<file path="config.mk">
export PLATFORM = sky130hd
export DESIGN_NAME = adcc_regs
export DESIGN_NICKNAME = d
export VERILOG_FILES = /design/src/adcc_pkg.sv /design/src/adcc_regs.sv
export VERILOG_INCLUDE_DIRS = /design/src
export SDC_FILE = /design/constraint.sdc
export NUM_CORES = 1
export LEC_CHECK = 0
export BUFFER_PORTS_ARGS = -buffer_cell sky130_fd_sc_hd__buf_2
export CAP_MARGIN = 20
export CORE_MARGIN = 2
export CORE_UTILIZATION = 33
export CTS_BUF_LIST = sky130_fd_sc_hd__clkbuf_4 sky130_fd_sc_hd__clkbuf_8
export CTS_CLUSTER_DIAMETER = 80
export DETAILED_ROUTE_END_ITERATION = 6
export HOLD_SLACK_MARGIN = 0.15
export PLACE_DENSITY_LB_ADDON = 0.2
export SLEW_MARGIN = 20
export SYNTH_ARGS = -nofsm -noshare
export SYNTH_HDL_FRONTEND = slang
export SYNTH_SLANG_ARGS = --single-unit
</file>
<file path="constraint.sdc">
create_clock -name clock -period 3.05 [get_ports clock]
set_clock_uncertainty 0.15 [all_clocks]
set_input_delay 0.4575 -clock clock [delete_from_list [all_inputs] [get_ports clock]]
set_output_delay 0.4575 -clock clock [all_outputs]
set_load 0.01 [all_outputs]
</file>
<file path="src/adcc_cfg.svh">
`ifndef ADCC_CFG_SVH
`define ADCC_CFG_SVH

// Register offsets on the plain register port
`define ADCC_OFS_RES_LO 3'h0
`define ADCC_OFS_RES_HI 3'h1
`define ADCC_OFS_CTRL0 3'h2
`define ADCC_OFS_CTRL1 3'h3
`define ADCC_OFS_CTRL2 3'h4
`define ADCC_OFS_PIN_LO 3'h5
`define ADCC_OFS_PIN_HI 3'h6

// Converter control 0 fields
`define ADCC_START_BIT 7
`define ADCC_BUSY_BIT 6
`define ADCC_EN_BIT 5
`define ADCC_FMT_BIT 4
`define ADCC_CH_MSB 3

// Converter control 1 fields
`define ADCC_SRC_MSB 7
`define ADCC_SRC_LSB 5
`define ADCC_DIV_MSB 2
`define ADCC_CTRL1_MASK 8'hE7

// Converter control 2 fields
`define ADCC_GAIN_BIT 7
`define ADCC_BG_BIT 6
`define ADCC_REFIN_BIT 5
`define ADCC_REFOUT_BIT 4
`define ADCC_REF_MSB 3

// Pin enable high register mask
`define ADCC_PIN_HI_MASK 8'h0F
`define ADCC_PIN_COUNT 12

// Reset values
`define ADCC_RESET_BYTE 8'h00
`define ADCC_RESET_RESULT 12'h000
`define ADCC_RESET_DIV 7'h00

// Code ranges
`define ADCC_CH_LAST 4'hB
`define ADCC_REF_EXT_FIRST 4'h1
`define ADCC_REF_EXT_LAST 4'h4
`define ADCC_REF_BG_FIRST 4'hA
`define ADCC_REF_BG_LAST 4'hC
`define ADCC_DIV_ALL 7'h7F

`endif

</file>
<file path="src/adcc_pkg.sv">
package adcc_pkg;
   typedef enum logic [0:0] {
      ADCC_IDLE = 1'b0,
      ADCC_BUSY = 1'b1
   } adcc_state_type;
endpackage

</file>
<file path="src/adcc_regs.sv">
// Our own choices: the strobed register port and the register addresses.
`timescale 1ns/1ps
`include "adcc_cfg.svh"

// Overview of operation
// - Start bit high then low launches conversion
// - Busy flag set once conversion launched
// - Busy flag clears when conversion finishes
// - Disabled converter powered off, results kept
// - Format zero: left justified result
// - Format one: right justified result
// - Unused result bits read zero
// - Channel codes 0-11 valid, others float
// - Source 000/100 external, else internal only
// - Internal codes pick supply or reference ratio
// - Conversion clock divides by two to field
// - Reference codes bandgap multiples or supply
// - Supply or bandgap reference cuts pin
// - Analog pin drops digital and pull-high
// - Twelve pin enables across two registers
// - Unused bandgap switched off automatically
// - Internal reference needs gain amp enabled
// - Separate reference input and output pin enables
// - Unimplemented control bits read zero
// - Completion raises converter interrupt request
module adcc_regs (
   input wire logic clock,
   input wire logic rst_n,
   input wire logic [2:0] reg_addr,
   input wire logic [7:0] reg_wdata,
   input wire logic reg_write,
   input wire logic reg_read,
   output logic [7:0] reg_rdata,
   input wire logic lvd_lvr_enable,
   input wire logic conv_done_async,
   input wire logic [11:0] conv_result_async,
   output logic converter_power,
   output logic conv_start,
   output logic conv_clock_tick,
   output logic ext_channel_connect,
   output logic [3:0] ext_channel,
   output logic internal_connect,
   output logic [2:0] internal_source,
   output logic [3:0] ref_source_code,
   output logic ref_input_pin_connect,
   output logic ref_output_pin_enable,
   output logic bandgap_power,
   output logic gain_amp_power,
   output logic [11:0] pin_analog_mode,
   output logic conv_irq_req
);

   // Formats one result byte for the chosen justification
   function automatic logic [7:0] adcc_result_byte(input logic [11:0] res,
                                                    input logic fmt,
                                                    input logic high);
      logic [7:0] b;
      b = `ADCC_RESET_BYTE;
      if (high) begin
         b = fmt ? {4'h0, res[11:8]} : res[11:4];
      end else begin
         b = fmt ? res[7:0] : {res[3:0], 4'h0};
      end
      return b;
   endfunction

   function automatic logic adcc_is_external(input logic [2:0] src);
      return src[1:0] == 2'h0;
   endfunction

   adcc_pkg::adcc_state_type state, next_state;
   logic [7:0] ctrl0, next_ctrl0;
   logic [7:0] ctrl1, next_ctrl1;
   logic [7:0] ctrl2, next_ctrl2;
   logic [7:0] pin_lo, next_pin_lo;
   logic [7:0] pin_hi, next_pin_hi;
   logic [11:0] result, next_result;
   logic [7:0] next_rdata;
   logic launch, store;
   logic done_meta, done_sync, done_prev, done_edge;
   logic [11:0] res_meta, res_sync;
   logic [6:0] div_count, next_div_count;
   logic [6:0] div_mask;
   logic next_tick, next_start, next_irq;
   logic ext_src, ref_is_ext, ref_is_bg;
   logic next_power, next_ext_connect, next_int_connect, next_ref_in, next_ref_out;
   logic next_bandgap, next_gain;
   logic [3:0] next_ext_channel, next_ref_code;
   logic [2:0] next_int_source;
   logic [15:0] pin_all;

   // Converter is asynchronous; its done and data are double-registered first
   always_ff @(posedge clock or negedge rst_n) begin
      if (!rst_n) begin
         done_meta <= 1'b0;
         done_sync <= 1'b0;
         done_prev <= 1'b0;
         res_meta <= `ADCC_RESET_RESULT;
         res_sync <= `ADCC_RESET_RESULT;
      end else begin
         done_meta <= conv_done_async;
         done_sync <= done_meta;
         done_prev <= done_sync;
         res_meta <= conv_result_async;
         res_sync <= res_meta;
      end
   end

   assign done_edge = done_sync & ~done_prev;

   always_comb begin
      next_ctrl0 = ctrl0;
      next_ctrl1 = ctrl1;
      next_ctrl2 = ctrl2;
      next_pin_lo = pin_lo;
      next_pin_hi = pin_hi;
      launch = 1'b0;
      if (reg_write) begin
         case (reg_addr)
            `ADCC_OFS_CTRL0: begin
               next_ctrl0 = reg_wdata;
               // Busy is hardware state, never stored from software
               next_ctrl0[`ADCC_BUSY_BIT] = 1'b0;
               launch = ctrl0[`ADCC_START_BIT] & ~reg_wdata[`ADCC_START_BIT] &
                        reg_wdata[`ADCC_EN_BIT] & (state == adcc_pkg::ADCC_IDLE);
            end
            `ADCC_OFS_CTRL1: next_ctrl1 = reg_wdata & `ADCC_CTRL1_MASK;
            `ADCC_OFS_CTRL2: next_ctrl2 = reg_wdata;
            `ADCC_OFS_PIN_LO: next_pin_lo = reg_wdata;
            `ADCC_OFS_PIN_HI: next_pin_hi = reg_wdata & `ADCC_PIN_HI_MASK;
            default: next_ctrl0 = ctrl0;
         endcase
      end
   end

   // Restarts while busy are ignored; clearing enable aborts without a result
   always_comb begin
      next_state = state;
      store = 1'b0;
      case (state)
         adcc_pkg::ADCC_IDLE: begin
            if (launch) begin
               next_state = adcc_pkg::ADCC_BUSY;
            end
         end
         adcc_pkg::ADCC_BUSY: begin
            if (!ctrl0[`ADCC_EN_BIT]) begin
               next_state = adcc_pkg::ADCC_IDLE;
            end else if (done_edge) begin
               next_state = adcc_pkg::ADCC_IDLE;
               store = 1'b1;
            end
         end
         default: next_state = adcc_pkg::ADCC_IDLE;
      endcase
      next_result = store ? res_sync : result;
      next_start = launch;
      next_irq = store;
   end

   always_comb begin
      next_rdata = `ADCC_RESET_BYTE;
      if (reg_read) begin
         case (reg_addr)
            `ADCC_OFS_RES_LO: next_rdata = adcc_result_byte(result, ctrl0[`ADCC_FMT_BIT], 1'b0);
            `ADCC_OFS_RES_HI: next_rdata = adcc_result_byte(result, ctrl0[`ADCC_FMT_BIT], 1'b1);
            `ADCC_OFS_CTRL0: begin
               next_rdata = ctrl0;
               next_rdata[`ADCC_BUSY_BIT] = (state == adcc_pkg::ADCC_BUSY);
            end
            `ADCC_OFS_CTRL1: next_rdata = ctrl1;
            `ADCC_OFS_CTRL2: next_rdata = ctrl2;
            `ADCC_OFS_PIN_LO: next_rdata = pin_lo;
            `ADCC_OFS_PIN_HI: next_rdata = pin_hi;
            default: next_rdata = `ADCC_RESET_BYTE;
         endcase
      end
   end

   always_comb begin
      div_mask = ~(`ADCC_DIV_ALL << ctrl1[`ADCC_DIV_MSB:0]);
      next_div_count = ctrl0[`ADCC_EN_BIT] ? div_count + 7'h01 : `ADCC_RESET_DIV;
      next_tick = ctrl0[`ADCC_EN_BIT] & ((div_count & div_mask) == div_mask);
   end

   always_comb begin
      ext_src = adcc_is_external(ctrl1[`ADCC_SRC_MSB:`ADCC_SRC_LSB]);
      ref_is_ext = (ctrl2[`ADCC_REF_MSB:0] >= `ADCC_REF_EXT_FIRST) &&
                   (ctrl2[`ADCC_REF_MSB:0] <= `ADCC_REF_EXT_LAST);
      ref_is_bg = (ctrl2[`ADCC_REF_MSB:0] >= `ADCC_REF_BG_FIRST) &&
                  (ctrl2[`ADCC_REF_MSB:0] <= `ADCC_REF_BG_LAST);
   end

   always_ff @(posedge clock or negedge rst_n) begin
      if (!rst_n) begin
         state <= adcc_pkg::ADCC_IDLE;
         ctrl0 <= `ADCC_RESET_BYTE;
         ctrl1 <= `ADCC_RESET_BYTE;
         ctrl2 <= `ADCC_RESET_BYTE;
         pin_lo <= `ADCC_RESET_BYTE;
         pin_hi <= `ADCC_RESET_BYTE;
         result <= `ADCC_RESET_RESULT;
         reg_rdata <= `ADCC_RESET_BYTE;
         div_count <= `ADCC_RESET_DIV;
         conv_clock_tick <= 1'b0;
         conv_start <= 1'b0;
         conv_irq_req <= 1'b0;
      end else begin
         state <= next_state;
         ctrl0 <= next_ctrl0;
         ctrl1 <= next_ctrl1;
         ctrl2 <= next_ctrl2;
         pin_lo <= next_pin_lo;
         pin_hi <= next_pin_hi;
         result <= next_result;
         reg_rdata <= next_rdata;
         div_count <= next_div_count;
         conv_clock_tick <= next_tick;
         conv_start <= next_start;
         conv_irq_req <= next_irq;
      end
   end

   // Analog routing is registered, so it follows a register write by one cycle
   always_comb begin
      next_power = ctrl0[`ADCC_EN_BIT];
      next_ext_connect = ext_src && (ctrl0[`ADCC_CH_MSB:0] <= `ADCC_CH_LAST);
      next_ext_channel = ctrl0[`ADCC_CH_MSB:0];
      next_int_connect = !ext_src && (!ctrl1[`ADCC_SRC_MSB] || ctrl2[`ADCC_GAIN_BIT]);
      next_int_source = ctrl1[`ADCC_SRC_MSB:`ADCC_SRC_LSB];
      next_ref_code = ctrl2[`ADCC_REF_MSB:0];
      next_ref_in = ref_is_ext && ctrl2[`ADCC_REFIN_BIT];
      next_ref_out = ctrl2[`ADCC_REFOUT_BIT];
      next_bandgap = (ctrl2[`ADCC_BG_BIT] && ref_is_bg) || lvd_lvr_enable;
      next_gain = ctrl2[`ADCC_GAIN_BIT];
   end

   always_ff @(posedge clock or negedge rst_n) begin
      if (!rst_n) begin
         converter_power <= 1'b0;
         ext_channel_connect <= 1'b0;
         ext_channel <= 4'h0;
         internal_connect <= 1'b0;
         internal_source <= 3'h0;
         ref_source_code <= 4'h0;
         ref_input_pin_connect <= 1'b0;
         ref_output_pin_enable <= 1'b0;
         bandgap_power <= 1'b0;
         gain_amp_power <= 1'b0;
      end else begin
         converter_power <= next_power;
         ext_channel_connect <= next_ext_connect;
         ext_channel <= next_ext_channel;
         internal_connect <= next_int_connect;
         internal_source <= next_int_source;
         ref_source_code <= next_ref_code;
         ref_input_pin_connect <= next_ref_in;
         ref_output_pin_enable <= next_ref_out;
         bandgap_power <= next_bandgap;
         gain_amp_power <= next_gain;
      end
   end

   // Upper bits of the high enable register are held at zero on write
   assign pin_all = {pin_hi, pin_lo};

   // one analog mode flop per pin
   generate
      for (genvar p = 0; p < `ADCC_PIN_COUNT; p++) begin : g_pin
         always_ff @(posedge clock or negedge rst_n) begin
            if (!rst_n) begin
               pin_analog_mode[p] <= 1'b0;
            end else begin
               pin_analog_mode[p] <= pin_all[p];
            end
         end
      end
   endgenerate
endmodule

</file>
# Word-level counts from Yosys, hierarchy flattened
# Index checks and enable logic that the tools add are counted.
[totals]
elab_cells = 94
output_inout_bits = 41
ff_bits = 121
[op_classes]
n_addsub = 1
shifts = 1
n_bitwise = 10
magnitude_cmp = 5
mux = 14
n_reduce_logical = 17
n_eq_ne = 7
[ops]
columns = ["cell", "count"]
rows = [
  ["one-hot mux 8 bit (7 select lines)", 1],
  ["2-to-1 mux 8 bit", 3],
  ["AND reduction 2 bit", 5],
  ["== test 3 bit, second input constant", 3],
  ["less-or-equal comparator 4 bit, second input constant", 2],
  ["2-to-1 mux 1 bit", 8],
  ["adder 7 x 1 -> 7 bit, second input constant", 1],
  ["bitwise AND 7 bit", 1],
  ["== test 7 bit", 1],
  ["2-to-1 mux 7 bit", 1],
  ["NOT 7 bit", 1],
  ["<< shifter 7 x 3 -> 7 bit, first input constant", 1],
  ["== test 3 x 2 -> 1 bit, second input constant", 2],
  ["logical AND 1 bit", 6],
  ["bitwise AND 1 bit", 5],
  [">= comparator 4 x 1 -> 1 bit, second input constant", 1],
  [">= comparator 4 bit, second input constant", 1],
  ["less-or-equal comparator 4 x 3 -> 1 bit, second input constant", 1],
  ["== test 3 x 1 -> 1 bit, second input constant", 1],
  ["logical NOT 3 bit", 1],
  ["NOT 1 bit", 3],
  ["logical NOT 1 bit", 2],
  ["logical NOT 2 bit", 1],
  ["logical OR 1 bit", 2],
  ["one-hot mux 1 bit (2 select lines)", 1],
]

# Depth between registers and ports, before layout
[depth]
word_depth = 8
ltp_mapped = 6
mapped_depth_nobuf = 5

# Worst setup path before layout
# OpenSTA, ideal clock, no wires.
[synth_timing]
kind = "input port to flip-flop"
start = "in reg_addr[2]"
end = "reg ctrl2[0]"
setup_ns = 0.125
arrival_ns = 1.333
n_path_buf = 2
path_slack_ns = 1.441
t_required_ns = 2.775
path_stages = 5
path_cell_list = "nor2b_1 buf_6 and3_1 buf_6 mux2_4"
[synth_via]
elab_chain_len = 2
[synth_rtl]
columns = ["item", "line", "text"]
rows = [
  ["from (decl)", "adcc_regs.sv:29", "input wire logic [2:0] reg_addr,"],
  ["== test 3 bit", "adcc_regs.sv:119", "case (reg_addr)"],
  ["AND reduction 2 bit (no source line)", "-", ""],
  ["to (signal assigned)", "adcc_regs.sv:199", "ctrl2 <= `ADCC_RESET_BYTE;"],
  ["to (signal assigned)", "adcc_regs.sv:212", "ctrl2 <= next_ctrl2;"],
  ["to (decl)", "adcc_regs.sv:74", "logic [7:0] ctrl2, next_ctrl2;"],
]
# No other way between the ends.
# A chain may end at the register's enable or synchronous reset.

# Worst setup path in the final report
[layout_timing]
start = "reg ctrl0[5]"
end = "reg result[9]"
[layout_via]
elab_chain_len = 2
[layout_rtl]
columns = ["item", "line", "text"]
rows = [
  ["from (decl)", "adcc_regs.sv:72", "logic [7:0] ctrl0, next_ctrl0;"],
  ["from (signal assigned)", "adcc_regs.sv:197", "ctrl0 <= `ADCC_RESET_BYTE;"],
  ["from (signal assigned)", "adcc_regs.sv:210", "ctrl0 <= next_ctrl0;"],
  ["2-to-1 mux 1 bit", "adcc_regs.sv:147", "if (!ctrl0[`ADCC_EN_BIT]) begin"],
  ["2-to-1 mux 1 bit", "adcc_regs.sv:140", "case (state)"],
  ["to (signal assigned)", "adcc_regs.sv:202", "result <= `ADCC_RESET_RESULT;"],
  ["to (signal assigned)", "adcc_regs.sv:215", "result <= next_result;"],
  ["to (decl)", "adcc_regs.sv:77", "logic [11:0] result, next_result;"],
]
# No other way between the ends.

==> results.json <==
{
  "row_count": 42,
  "numCtsBuffers": 17,
  "syn_inst": 291,
  "core_area_sq_um": 13300,
  "layout.area.seq_sq_um": 3030,
  "fin_nets": 423,
  "clock_latency_ps": 430,
  "timing_worst_setup_path_type": "reg2reg",
  "clock_sinks": 121,
  "antenna_cells": 0,
  "antenna_found_initial": 1,
  "r2r_cells": 2,
  "vias": 2669,
  "cts.reportedPaths.clkPinSlew_ps": 60,
  "placed_area_sq_um": 5030,
  "postLayoutCellArea_sq_um": 5720,
  "ctsRootBufferMaster": "clkbuf_8",
  "critPathTopFamily": "flip-flops",
  "grt_use_total_pct": 14.4,
  "tns_ps": 0,
  "multiInputGateArea_sq_um": 1390,
  "synthArstFlopShare_pct": 100,
  "ys_warn_count": 0,
  "cp_cell_sequence": "nand3_1 > mux2_1",
  "synth_cell_types": 45,
  "synth_seq_cells": 121,
  "period_minus_slack_ps": 1890,
  "cts_buffer_depth": 2,
  "synth_area_leaders": "dfrtp_1 (67%), mux2_1 (9.0%), mux2_4 (4.0%), mux2_2 (3.2%), buf_6 (1.5%)",
  "finalSetupViolCount": 0,
  "grt.overflow.total": 0,
  "regToRegStartpoint": "ctrl0[5]",
  "dpl.hpwl_microns": 6510,
  "total_power_mw": 4.13,
  "drc": 0,
  "die_x_microns": 121,
  "worstPathMaxFanout": 13,
  "io_buffers": 69,
  "crit_buf_inv": 0,
  "maxCapViolCount": 0,
  "synth_common_cells": "dfrtp_1 (121), mux2_1 (36), mux2_2 (13), mux2_4 (12), nand2_1 (12)",
  "drtIter0Drc": 92,
  "startpoint": "ctrl0[5]",
  "finalCritPeriodShare_pct": 62.0,
  "cpPeakStageDelay_ps": 580,
  "grt_first_pass_wirelength_microns": 15300,
  "seq_area_frac_synth_pct": 66.9,
  "start_util_pct": 34.0,
  "synth_flop_cell": "dfrtp_1",
  "p_per_area_nw_per_um2": 721,
  "regToRegSetupSlack_ps": 1160,
  "wirelength_microns": 9400,
  "power.static_leakage_nw": 2.70,
  "cts_resized": 0,
  "die_h_microns": 121,
  "area_growth_pct": 26.4,
  "critPathLaunchType": "flop",
  "ant_nets": 0,
  "reg2reg_to": "result[9]",
  "io_pins": 70,
  "crit_end": "result[9]",
  "drive_above_1_share_pct": 33.3,
  "routedWlPerCell_microns": 16.2,
  "syn_area_sq_um": 4530,
  "cp.arrival_ps": 2050,
  "cts_setup_buffers": 0,
  "maxSlewHeadroom_pct": 56.2,
  "synth_nets": 321,
  "finalHoldViolations": 0,
  "status": "completed",
  "htree_levels": 4,
  "yosys.area.top_type_share_pct": 66.9,
  "rsz0062_at_grt": "no",
  "gp_congestion": 0.787,
  "whs_ps": 181,
  "cp.depth": 2,
  "postLayoutCoreUtil_pct": 43.0,
  "yosysMostFrequentCell": "dfrtp_1",
  "grt_pass1_vias": 2763,
  "max_freq_ghz": 0.529,
  "cts_hold_buffers": 22,
  "end_kind": "flop",
  "ir_drop_uv": 378,
  "syn_area_per_cell_sq_um": 15.6,
  "drv_slew": 0,
  "tightest_slew_ps": 657,
  "yosysTopAreaCell": "dfrtp_1",
  "hp-class": "in2reg",
  "cts_tree": "yes",
  "drt-vias-per-instance": 4.59,
  "crit_path_top_delay_cell": "dfrtp_1",
  "crit_required_ps": 3210,
  "grt_max_degree": 52,
  "synth-edff-count": 0,
  "dieArea_sq_um": 14700,
  "fillerInstances": 1229,
  "drtPass1Iterations": 4
}
## cell usage in the layout (no fill, tap or decap), drive strengths merged, types with 2 or more instances in the layout
master         n
a21oi          7
a221o          2
a221oi         6
a222oi         3
a22oi          3
and2           5
and2b          2
and3           2
buf           72
bufinv         4
clkbuf        22
clkinv         2
clkinvlp       4
dfrtp        121
dlygate4sd3   22
inv            5
mux2          61
mux2i          3
nand2         12
nand3          7
nor2           7
nor2b          4
nor3b          2
o21a           2
o21ai          7
xnor2          3
xor2           2
## flip-flops by register name (all words and copies together), names as in the netlist, 4 cells and up
name and cells:
reg_rdata 8, res_sync 12, ext_channel 4, ctrl2 8
pin_analog_mode 12, pin_lo 8, ctrl0 7, result 12
pin_hi 4, ctrl1 6, div_count 7, ref_source_code 4
res_meta 12
## layout make-up
class	instances	area share, %
sequential	121	52.9
multi-input combinational	154	24.2
timing repair buffer	94	10.5
clock buffer	22	5.29
tap	176	3.85
clock inverter	10	2.86
inverter	5	0.328
## layer usage
layer / part of all wire [%] / wire [microns] / vias to the layer above / track usage (%)
li1: - / - / 1252 / -
met1: 48 / 4490 / 1325 / 19.6
met2: 45 / 4270 / 73 / 20.8
met3: 5.0 / 468 / 17 / 4.79
met4: 1.7 / 164 / 2 / 6.54
met5: 0.074 / 7 / - / 0
## where the power goes
group	total, mW	internal (mW)	switching, mW
logic	0.508	0.270	0.238
clock network	1.61	0.999	0.614
registers	2.00	1.83	0.173
total	4.13	3.10	1.03
## logic make-up after synthesis
family,after synthesis,synth area share [%]
buffers and inverters,16,2.49
AND/OR/NAND/NOR,47,6.33
XOR/XNOR,5,0.968
flip-flops,121,66.9
AO/OA/AOI/OAI,37,6.19
multiplexers,64,16.8
adder cells (fa/ha/maj),1,0.276
## per-stage QoR
step / std cells / setup WS (ps)
after detailed placement: 528 / 701
final: 582 / 1160
after CTS: 582 / 1070
after floorplan: 291 / 1440
after global placement: 528 / 777
after global routing: 582 / 954
## how the worst min path moves through the flow
stage / end / slack (ps) / startpoint / depth (start not counted)
6_report: ctrl0[5] / 180 / reg_wdata[5] / 2
5_1_grt: ctrl2[5] / 180 / reg_wdata[5] / 2
4_1_cts: ctrl0[5] / 150 / reg_wdata[5] / 2
3_5_place_dp: res_sync[4] / 180 / res_meta[4] / 0
3_3_place_gp: res_sync[4] / 180 / res_meta[4] / 0
2_1_floorplan: bandgap_power / 10 / rst_n / 0
Note: power is estimated with default switching activity, not from simulation.
